### src/common/sss_pkg.sv
// Shared types and constants for the SPI slave-select control block.
`default_nettype none
package sss_pkg;

  // Serial byte width and receive queue depth.
  localparam int unsigned BYTE_W      = 8;
  localparam int unsigned FIFO_DEPTH  = 16;
  localparam int unsigned BIT_CNT_W   = 3;
  localparam logic [2:0]  LAST_BIT    = 3'h7;
  localparam logic [2:0]  FIRST_BIT   = 3'h0;

  // Reset values.
  localparam logic [7:0]  BYTE_RST    = 8'h00;
  localparam logic        MASTER_RST  = 1'b0;
  localparam logic        FLAG_RST    = 1'b0;

  // Shortest sampled SCK phase, in ns and in system clock cycles (least time, rounded up).
  localparam int unsigned CLK_PERIOD_NS  = 8;
  localparam int unsigned SCK_MIN_PH_NS  = 16;
  localparam int unsigned SCK_MIN_PH_CYC =
    (SCK_MIN_PH_NS + CLK_PERIOD_NS - 1) / CLK_PERIOD_NS;

  // One bit for each serial pin.
  typedef struct packed {
    logic mosi;
    logic miso;
    logic sck;
    logic ss;
  } sss_pin_set_type;

  // Operating state of the serial interface.
  typedef enum logic [1:0] {
    SSS_OFF     = 2'b00,
    SSS_MASTER  = 2'b01,
    SSS_PASSIVE = 2'b10,
    SSS_ACTIVE  = 2'b11
  } sss_state_type;

endpackage
`default_nettype wire

### src/hdl/sss_spi_ss_ctrl.sv
// SPI slave-select control with slave byte receiver and receive FIFO.
// Operation
// - In slave mode the slave-select pin is always an input.
// - Slave with select low: active; MISO driven only if user set it.
// - Slave with select high: passive, no reception; MISO may stay user output.
// - Select rising in slave mode resets shift logic, drops partial byte.
// - Master with select input driven low clears the master select bit.
// - Fall back sets completion flag; interrupt when both enables set.
// - After fall back stay slave until software sets master select again.
`timescale 1ns/100ps
`default_nettype none

module sss_fifo #(
  parameter int unsigned WIDTH = 8,
  parameter int unsigned DEPTH = 16
) (
  // Clock and reset.
  input  wire  logic             clk,
  input  wire  logic             rst_n,
  // Fill side.
  input  wire  logic             in_valid,
  output logic                   in_ready,
  input  wire  logic [WIDTH-1:0] in_data,
  // Drain side.
  output logic                   out_valid,
  input  wire  logic             out_ready,
  output logic       [WIDTH-1:0] out_data
);
  localparam int unsigned AW = $clog2(DEPTH);

  logic [WIDTH-1:0] mem_r [DEPTH];
  logic [AW-1:0]    wr_ptr_r;
  logic [AW-1:0]    rd_ptr_r;
  logic [AW:0]      count_r;
  logic             push;
  logic             pop;

  assign in_ready  = (count_r != DEPTH[AW:0]);
  assign out_valid = (count_r != '0);
  assign push      = in_valid && in_ready;
  assign pop       = out_valid && out_ready;
  assign out_data  = mem_r[rd_ptr_r];

  always_ff @(posedge clk) begin
    if (push) begin
      mem_r[wr_ptr_r] <= in_data;
    end
  end

  always_ff @(posedge clk or negedge rst_n) begin
    if (!rst_n) begin
      wr_ptr_r <= '0;
      rd_ptr_r <= '0;
      count_r  <= '0;
    end else begin
      if (push) begin
        wr_ptr_r <= (wr_ptr_r == AW'(DEPTH - 1)) ? '0 : wr_ptr_r + 1'b1;
      end
      if (pop) begin
        rd_ptr_r <= (rd_ptr_r == AW'(DEPTH - 1)) ? '0 : rd_ptr_r + 1'b1;
      end
      if (push && !pop) begin
        count_r <= count_r + 1'b1;
      end else if (pop && !push) begin
        count_r <= count_r - 1'b1;
      end
    end
  end
endmodule

module sss_spi_ss_ctrl (
  // Clock and reset.
  input  wire  logic                     clk,
  input  wire  logic                     rst_n,
  // Control inputs from the host logic.
  input  wire  logic                     spi_enable,
  input  wire  logic                     master_select_set,
  input  wire  logic                     master_select_clr,
  input  wire  logic                     intr_enable,
  input  wire  logic                     global_intr_enable,
  input  wire  logic                     flag_clear,
  input  wire  sss_pkg::sss_pin_set_type user_dir,
  input  wire  sss_pkg::sss_pin_set_type user_level,
  // Status outputs.
  output logic                           master_select_bit,
  output logic                           transfer_complete_flag,
  output logic                           spi_irq,
  output sss_pkg::sss_state_type         spi_state,
  // Transmit byte for slave mode.
  input  wire  logic                     tx_write,
  input  wire  logic [7:0]               tx_data,
  // Received byte stream.
  output logic                           rx_valid,
  input  wire  logic                     rx_ready,
  output logic [7:0]                     rx_data,
  // Serial pins, output enables active low.
  input  wire  sss_pkg::sss_pin_set_type pin_in,
  output sss_pkg::sss_pin_set_type       pin_out,
  output sss_pkg::sss_pin_set_type       pin_oe_n
);
  import sss_pkg::*;

  logic          sck_s1_r;
  logic          sck_s2_r;
  logic          sck_d_r;
  logic          mosi_s1_r;
  logic          mosi_s2_r;
  logic          ss_s1_r;
  logic          ss_s2_r;
  logic          master_r;
  logic          flag_r;
  logic [2:0]    bit_cnt_r;
  logic [7:0]    rx_sh_r;
  logic [7:0]    rx_byte_r;
  logic          pend_r;
  logic [7:0]    tx_hold_r;
  logic [7:0]    tx_sh_r;
  sss_state_type state_r;
  sss_state_type state_nxt;
  logic          sck_rise;
  logic          sck_fall;
  logic          slave_mode;
  logic          slave_act;
  logic          fallback;
  logic          byte_done;
  logic          fifo_in_ready;
  sss_pin_set_type oe_n_nxt;
  sss_pin_set_type out_nxt;

  // Two-stage synchronisers for the SCK, MOSI and select pin inputs; MISO input is not used.
  always_ff @(posedge clk or negedge rst_n) begin
    if (!rst_n) begin
      sck_s1_r  <= 1'b0;
      sck_s2_r  <= 1'b0;
      sck_d_r   <= 1'b0;
      mosi_s1_r <= 1'b0;
      mosi_s2_r <= 1'b0;
      ss_s1_r   <= 1'b1;
      ss_s2_r   <= 1'b1;
    end else begin
      sck_s1_r  <= pin_in.sck;
      sck_s2_r  <= sck_s1_r;
      sck_d_r   <= sck_s2_r;
      mosi_s1_r <= pin_in.mosi;
      mosi_s2_r <= mosi_s1_r;
      ss_s1_r   <= pin_in.ss;
      ss_s2_r   <= ss_s1_r;
    end
  end

  assign sck_rise   = sck_s2_r && !sck_d_r;
  assign sck_fall   = !sck_s2_r && sck_d_r;
  assign slave_mode = spi_enable && !master_r;
  // Active only while select is low.
  assign slave_act  = slave_mode && !ss_s2_r;
  // Select input low in master mode.
  assign fallback   = spi_enable && master_r && !user_dir.ss && !ss_s2_r;
  assign byte_done  = slave_act && !pend_r && sck_rise && (bit_cnt_r == LAST_BIT);

  // Master select bit: software sets or clears it, a foreign master clears it.
  always_ff @(posedge clk or negedge rst_n) begin
    if (!rst_n) begin
      master_r <= MASTER_RST;
    // Forced clear wins; only a new write restores master.
    end else if (fallback) begin
      master_r <= 1'b0;
    end else if (master_select_set) begin
      master_r <= 1'b1;
    end else if (master_select_clr) begin
      master_r <= 1'b0;
    end
  end

  // Completion flag set on fall back or byte; set beats clear.
  always_ff @(posedge clk or negedge rst_n) begin
    if (!rst_n) begin
      flag_r <= FLAG_RST;
    end else if (fallback || byte_done) begin
      flag_r <= 1'b1;
    end else if (flag_clear) begin
      flag_r <= 1'b0;
    end
  end

  // Receive shifter; MOSI is sampled on the rising SCK edge.
  always_ff @(posedge clk or negedge rst_n) begin
    if (!rst_n) begin
      bit_cnt_r <= FIRST_BIT;
      rx_sh_r   <= BYTE_RST;
    // Select high drops any partial byte at once.
    end else if (!slave_act) begin
      bit_cnt_r <= FIRST_BIT;
      rx_sh_r   <= BYTE_RST;
    // Passive state above never shifts; a held byte stalls here.
    end else if (sck_rise && !pend_r) begin
      bit_cnt_r <= bit_cnt_r + 1'b1;
      rx_sh_r   <= {rx_sh_r[6:0], mosi_s2_r};
    end
  end

  // A finished byte waits here until the FIFO takes it.
  always_ff @(posedge clk or negedge rst_n) begin
    if (!rst_n) begin
      rx_byte_r <= BYTE_RST;
      pend_r    <= 1'b0;
    end else if (byte_done) begin
      rx_byte_r <= {rx_sh_r[6:0], mosi_s2_r};
      pend_r    <= 1'b1;
    end else if (fifo_in_ready) begin
      pend_r    <= 1'b0;
    end
  end

  // Transmit shifter; the next bit is set up on the falling SCK edge.
  always_ff @(posedge clk or negedge rst_n) begin
    if (!rst_n) begin
      tx_hold_r <= BYTE_RST;
      tx_sh_r   <= BYTE_RST;
    end else begin
      if (tx_write) begin
        tx_hold_r <= tx_data;
      end
      // Reload the whole byte while idle or between bytes.
      if (!slave_act || byte_done) begin
        tx_sh_r <= tx_write ? tx_data : tx_hold_r;
      end else if (sck_fall && (bit_cnt_r != FIRST_BIT) && !pend_r) begin
        tx_sh_r <= {tx_sh_r[6:0], 1'b0};
      end
    end
  end

  sss_fifo #(
    .WIDTH (BYTE_W),
    .DEPTH (FIFO_DEPTH)
  ) u_rx_fifo (
    .clk       (clk),
    .rst_n     (rst_n),
    .in_valid  (pend_r),
    .in_ready  (fifo_in_ready),
    .in_data   (rx_byte_r),
    .out_valid (rx_valid),
    .out_ready (rx_ready),
    .out_data  (rx_data)
  );

  // Operating state follows enable, master bit and select.
  always_comb begin
    state_nxt = SSS_OFF;
    if (spi_enable && master_r && !fallback) begin
      state_nxt = SSS_MASTER;
    end else if (spi_enable && (!master_r || fallback)) begin
      state_nxt = ss_s2_r ? SSS_PASSIVE : SSS_ACTIVE;
    end
  end

  always_ff @(posedge clk or negedge rst_n) begin
    if (!rst_n) begin
      state_r <= SSS_OFF;
    end else begin
      state_r <= state_nxt;
    end
  end

  // Pin direction overrides and output levels.
  always_comb begin
    oe_n_nxt = ~user_dir;
    out_nxt  = user_level;
    case (state_nxt)
      SSS_MASTER: begin
        // Select output is a plain port level.
        oe_n_nxt.ss   = ~user_dir.ss;
        out_nxt.ss    = user_level.ss;
        oe_n_nxt.miso = 1'b1;
      end
      SSS_PASSIVE, SSS_ACTIVE: begin
        oe_n_nxt.ss   = 1'b1;
        // MOSI and SCK become inputs in slave mode.
        oe_n_nxt.mosi = 1'b1;
        oe_n_nxt.sck  = 1'b1;
        // MISO only as the user configured it.
        oe_n_nxt.miso = ~user_dir.miso;
        out_nxt.miso  = tx_sh_r[7];
      end
      default: begin
        oe_n_nxt = ~user_dir;
        out_nxt  = user_level;
      end
    endcase
  end

  always_ff @(posedge clk or negedge rst_n) begin
    if (!rst_n) begin
      pin_oe_n <= 4'hF;
      pin_out  <= 4'h0;
    end else begin
      pin_oe_n <= oe_n_nxt;
      pin_out  <= out_nxt;
    end
  end

  assign master_select_bit      = master_r;
  assign transfer_complete_flag = flag_r;
  assign spi_state              = state_r;
  assign spi_irq                = flag_r && intr_enable && global_intr_enable;

endmodule
`default_nettype wire

### config.mk
export PLATFORM = sky130hd
export DESIGN_NAME = sss_spi_ss_ctrl
export DESIGN_NICKNAME = d
export VERILOG_FILES = /design/src/common/sss_pkg.sv /design/src/hdl/sss_spi_ss_ctrl.sv
export SDC_FILE = /design/constraint.sdc
export NUM_CORES = 1
export LEC_CHECK = 0
export ABC_CLOCK_PERIOD_IN_PS = 7090
export BUFFER_PORTS_ARGS = -buffer_cell sky130_fd_sc_hd__buf_2
export CAP_MARGIN = 5
export CORE_ASPECT_RATIO = 1.4
export CORE_MARGIN = 5
export CORE_UTILIZATION = 65
export DETAILED_ROUTE_END_ITERATION = 8
export PLACE_DENSITY = 0.85
export SYNTH_ARGS = -nofsm -noshare
export SYNTH_HDL_FRONTEND = slang
export SYNTH_SLANG_ARGS = --single-unit
### constraint.sdc
create_clock -name clk -period 7.09 [get_ports clk]
set_input_delay 1.7725 -clock clk [delete_from_list [all_inputs] [get_ports clk]]
set_output_delay 1.7725 -clock clk [all_outputs]
set_load 0.03 [all_outputs]
* Yosys cells after proc, flatten, opt, wreduce, memory -nomap -nowiden
Memory sizes are Yosys's and may differ from the RTL's.
Index checks and enable logic that the tools add are counted.
** Storage, ports and cells
- RAM bits :: 128
- Logic and storage cells :: 114
- Register bits after elaboration :: 67
- Input port bits :: 30
- Memories kept :: 1
** Cells by class
- Equal/unequal tests :: 8
- Mux-type cells :: 28
- Add/subtract/negate cells :: 5
- Bitwise logic cells :: 3
- Reduce and logical (&&, ||, !) cells :: 42
** Memory list
- u_rx_fifo.mem_r :: words 16, bits a word 8, read ports 1, clocked after Yosys merged registers in 0, wr ports 1, RTL line sss_spi_ss_ctrl.sv:31 : logic [WIDTH-1:0] mem_r [DEPTH];
** Operator list (number)
- 2-to-1 mux 8 bit :: 3
- logical AND 1 bit :: 21
- 2-to-1 mux 7 bit :: 2
- 2-to-1 mux 1 bit :: 13
- logical NOT 1 bit :: 10
- 2-to-1 mux 5 bit :: 2
- adder 4 x 1 -> 4 bit, second input constant :: 2
- equality test 4 bit, second input constant :: 2
- 2-to-1 mux 4 bit :: 2
- nonzero test 2 bit :: 4
- 2-to-1 mux 3 bit :: 2
- nonzero test 3 bit :: 2
- adder 5 x 1 -> 5 bit, second input constant :: 1
- inequality test 5 bit, second input constant :: 1
- nonzero test 5 bit :: 1
- subtractor 5 x 1 -> 5 bit, second input constant :: 1
- equality test 2 bit, second input constant :: 2
- 2-to-1 mux 2 bit :: 2
- inverter 4 bit :: 1
- one-hot mux 1 bit (2 select lines) :: 2
- adder 3 x 1 -> 3 bit, second input constant :: 1
- equality test 3 bit, second input constant :: 1
- logical OR 1 bit :: 3
- equality test 2 x 1 -> 1 bit, second input constant :: 1
- 3 further kinds :: 4

* Longest topological paths before layout
- Depth in word-level cells :: 10
- Depth in mapped cells :: 10

* Modules after synthesis
From an unflattened synthesis, not the netlist that was laid out.
** Second synthesis, totals
- Cells, all modules :: 465
- Area, all modules :: 7908.8 µm²
** By module, submodules not included
- sss_fifo :: instances 1, area an instance 5768.0 µm², sequential area each 4169.0 µm², cells each 311
- sss_spi_ss_ctrl :: instances 1, area an instance 2140.8 µm², sequential area each 1358.8 µm², cells each 154

* Least setup slack after synthesis
Ideal clock, no wire load.
- Path kind :: input -> output
- Start point :: input global_intr_enable
- End point :: output spi_irq
- Slack :: 3.226 ns
- Cell stages on the path :: 1
- Path buffers :: 0
- Data arrival time :: 2.091 ns
- Cells stage by stage :: and3_1
** Between the ends
- Longest elaborated chain between the ends :: 1
** Ends and longest elaborated chain
- from (decl) :: RTL line sss_spi_ss_ctrl.sv:80 : input wire logic global_intr_enable,
- logical AND 1 bit :: RTL line sss_spi_ss_ctrl.sv:304 : assign spi_irq = flag_r && intr_enable && global_intr_enable;
- to (decl) :: RTL line sss_spi_ss_ctrl.sv:87 : output logic spi_irq,
Every way passes these cells.

* Worst setup path after layout
- Start point :: register u_rx_fifo.rd_ptr_r[0]
- End point :: output rx_data[3]
** Between the ends
- Longest elaborated chain between the ends :: 1
** Ends and longest elaborated chain
- from (decl) :: RTL line sss_spi_ss_ctrl.sv:33 : logic [AW-1:0] rd_ptr_r;
- from (signal assigned) :: RTL line sss_spi_ss_ctrl.sv:60 : rd_ptr_r <= (rd_ptr_r == AW'(DEPTH - 1)) ? '0 : rd_ptr_r + 1'b1;
- memory read (16 x 8 bit)
- to (decl) :: RTL line sss_spi_ss_ctrl.sv:95 : output logic [7:0] rx_data,
Every way passes these cells.

==> impl_results.md <==
* #FFs+latches synth at 195
* Clock Skews at 0.0119 ns
* Vias in the first global route at 4587
* Commonest cells in the netlist: edfxtp_1 (128), dfrtp_1 (61), nand2_1 (51)
* Die Span Y at 141 um
* Starting Density at 66.6%
* Gpl congestion at 0.839
* Ys async rst share at 34.4%
* P&R area growth vs syn at 10.9%
* Initial antenna violation count at 0
* Worst Setup EP: rx_data[3]
* Status: complete, no violations
* Worst R2R Path Depth at 4
* Post-CTS Setup Bufs at 0
* Distinct cells, synth at 44
* Crit-path max FO at 32
* Hold Path Class: flip-flop to flip-flop
* Crit end category: primary output
* Hold Fails Final Rpt at 0
* Layout cells sized above 1 at 23.0%
* CTS resizes at 0
* Post-Syn Nets at 548
* Power density over the cells at 331 mW/mm^2
* Post-synth top flop: edfxtp_1
* Fin Hold WS at 0.347 ns
* Grt total ovfl at 0
* Worst Max-Slew Pin Slew at 1.21 ns
* Cell with the most instances after synthesis: edfxtp_1
* Fmax achieved at 0.213 GHz
* Routed WL at 14.6 mm
* Synth Area per Inst at 15.7 sq um
* Setup slack after layout at 2.40 ns
* Clock net sink count at 195
* Vias/cell at 6.00
* Post-layout min period at 4.69 ns
* DRT iter0 DRCs at 302
* Maximum vdd drop at 174 uV
* Root buffer cell: clkbuf_16
* Critical path required time at 5.32 ns
* Nets at 601
* Final setup viols at 0
* Number of synthesized flops with an enable pin at 128
* Critical R2R Launch: u_rx_fifo.count_r[0]$_DFFE_PN0P_
* Multi-input logic area at 0.00218 sq mm
* # diodes at 0
* Post-synthesis sequential area ratio at 69.9%
* Clock Path Buffers at 2
* Width of the die at 103 um
* Fin cells at 716
* Core area at 0.0119 sq mm
* Critical Path Source: u_rx_fifo.rd_ptr_r[0]$_DFFE_PN0P_
* Largest net degree at the start of global routing at 68
* Slew headroom at 18.5%
* Yosys top cell area share at 48.6%
* WL/cell at 20.4 um
* First-pass GRT wire length at 24.0 mm
* Maxcap violations at 0
* GRT Overall Usage at 22.4%
* DIE AREA at 0.0145 sq mm
* CTS tree: done
* HPWL Detailed at 9.69 mm
* IO Pins at 52
* Hold depth at 0
* Ys Warns at 0
* Vias at 4295
* Pre-Repair DR Iteration Count at 5
* Period utilization at 66.1%
* Fin. max-slew vios at 0
* Unrepaired setup endpoints after global routing: no
* Clk pin slew, worst setup/hold paths at 0.06 ns
* TritonCTS buffer count at 17
* IO buf count at 50
* Synthesized instance count at 505
* Row count at 47
* Mapped Area at 0.00791 sq mm
* WP data arrival at 2.92 ns
* Dpl cells at 684
* Worst Setup Path Type: flip-flop to primary output
* Largest cells by area after synthesis: edfxtp_1 (49%), dfrtp_1 (19%), mux4_2 (4.6%)
* Synth area leader: edfxtp_1
* H-tree depth at 4
* Drt drc at 0
* Sequential standard cell area at 0.00553 sq mm
* Worst-skew pair later-pin latency at 0.43 ns
* Worst slack at placement at 2.83 ns
* Register-to-register setup slack at 4.18 ns
* Lkg Pwr at 3.61 nW
* TNS Setup at 0 ns
* Final antenna-violating net count at 0
* Filler instances at 723
* Type of origin of the critical path: flip-flop
* Post-CTS Hold Buffers at 0
* Util after Layout at 73.9%
* R2R Path End: u_rx_fifo.mem_r[2][5]$_DFFE_PP_
routing by layer:
metal	GRT usage, %	share of wire (%)	wire length, um
met3	5.77	5.5	810
met5	0	0	0
met1	27.7	38	5530
met2	37.7	54	7880
met4	8.39	2.7	395
kinds of logic (layout without fill, tap and decap cells):
| group | after synthesis | in the layout | share of synthesized area (%) |
|---|---|---|---|
| AO/OA/AOI/OAI | 81 | 81 | 6.88 |
| multiplexers | 73 | 73 | 12.2 |
| buffers and inverters | 37 | 101 | 2.63 |
| XOR/XNOR | 7 | 7 | 0.775 |
| AND/OR/NAND/NOR | 99 | 99 | 5.54 |
| flip-flops | 195 | 195 | 69.9 |
| adder cells (fa/ha/maj) | 13 | 13 | 2.15 |
through the flow:
step                instance area [sq um]  total power [W]
finish                               8780          0.00291
global route                         8780          0.00304
CTS                                  8760          0.00293
detailed placement                   8230          0.00206
global placement                     8230          0.00203
floorplan                            7910          0.00190
worst min-delay path by stage:
stage	slack, ns	startpoint	to
2_1_floorplan	0.33	mosi_s1_r$_DFF_PN0_	mosi_s2_r$_DFF_PN0_
3_3_place_gp	0.34	mosi_s1_r$_DFF_PN0_	mosi_s2_r$_DFF_PN0_
3_5_place_dp	0.34	sck_s1_r$_DFF_PN0_	sck_s2_r$_DFF_PN0_
4_1_cts	0.35	sck_s1_r$_DFF_PN0_	sck_s2_r$_DFF_PN0_
5_1_grt	0.35	sck_s1_r$_DFF_PN0_	sck_s2_r$_DFF_PN0_
6_report	0.35	sck_s1_r$_DFF_PN0_	sck_s2_r$_DFF_PN0_
sequential cells by signal, summed over array words and instances (netlist names), 4 cells and up:
signal / flops
pin_oe_n: 4
u_rx_fifo.rd_ptr_r: 4
u_rx_fifo.count_r: 5
tx_hold_r: 8
pin_out: 4
u_rx_fifo.mem_r: 128
u_rx_fifo.wr_ptr_r: 4
rx_byte_r: 8
tx_sh_r: 8
rx_sh_r: 7
placed cells by master, fill, tap and decap left out, drive strengths merged, types with 12 or more instances in the layout:
cell	count
ha	12
clkbuf	24
nand2	51
buf	55
o21ai	24
edfxtp	128
dfrtp	61
inv	15
a21oi	31
mux2	25
mux2i	32
mux4	16
nor2	26
worst max-delay path: stages, from the launching register on:
cell     delay [ns]
dfrtp_2        0.78
buf_4          0.56
mux2_1         0.39
o21ai_1        0.14
a21oi_1        0.13
a22oi_1        0.21
nand2_1        0.10
buf_2          0.19
area by class of cell:
class,instances,area share (%)
well taps,147,2.10
multi-input cells,273,24.9
repair buffers,56,3.34
flip-flops and latches,195,63.0
clock inverters,7,0.969
inverters,15,0.642
clock buffers,23,5.10
report_power, final:
| group | internal, W | total (W) | switching (W) |
|---|---|---|---|
| combinational | 0.000280 | 0.000690 | 0.000411 |
| clock | 0.000511 | 0.000879 | 0.000368 |
| sequential | 0.00125 | 0.00134 | 0.0000903 |
Note: power is estimated with default switching activity, not from simulation.
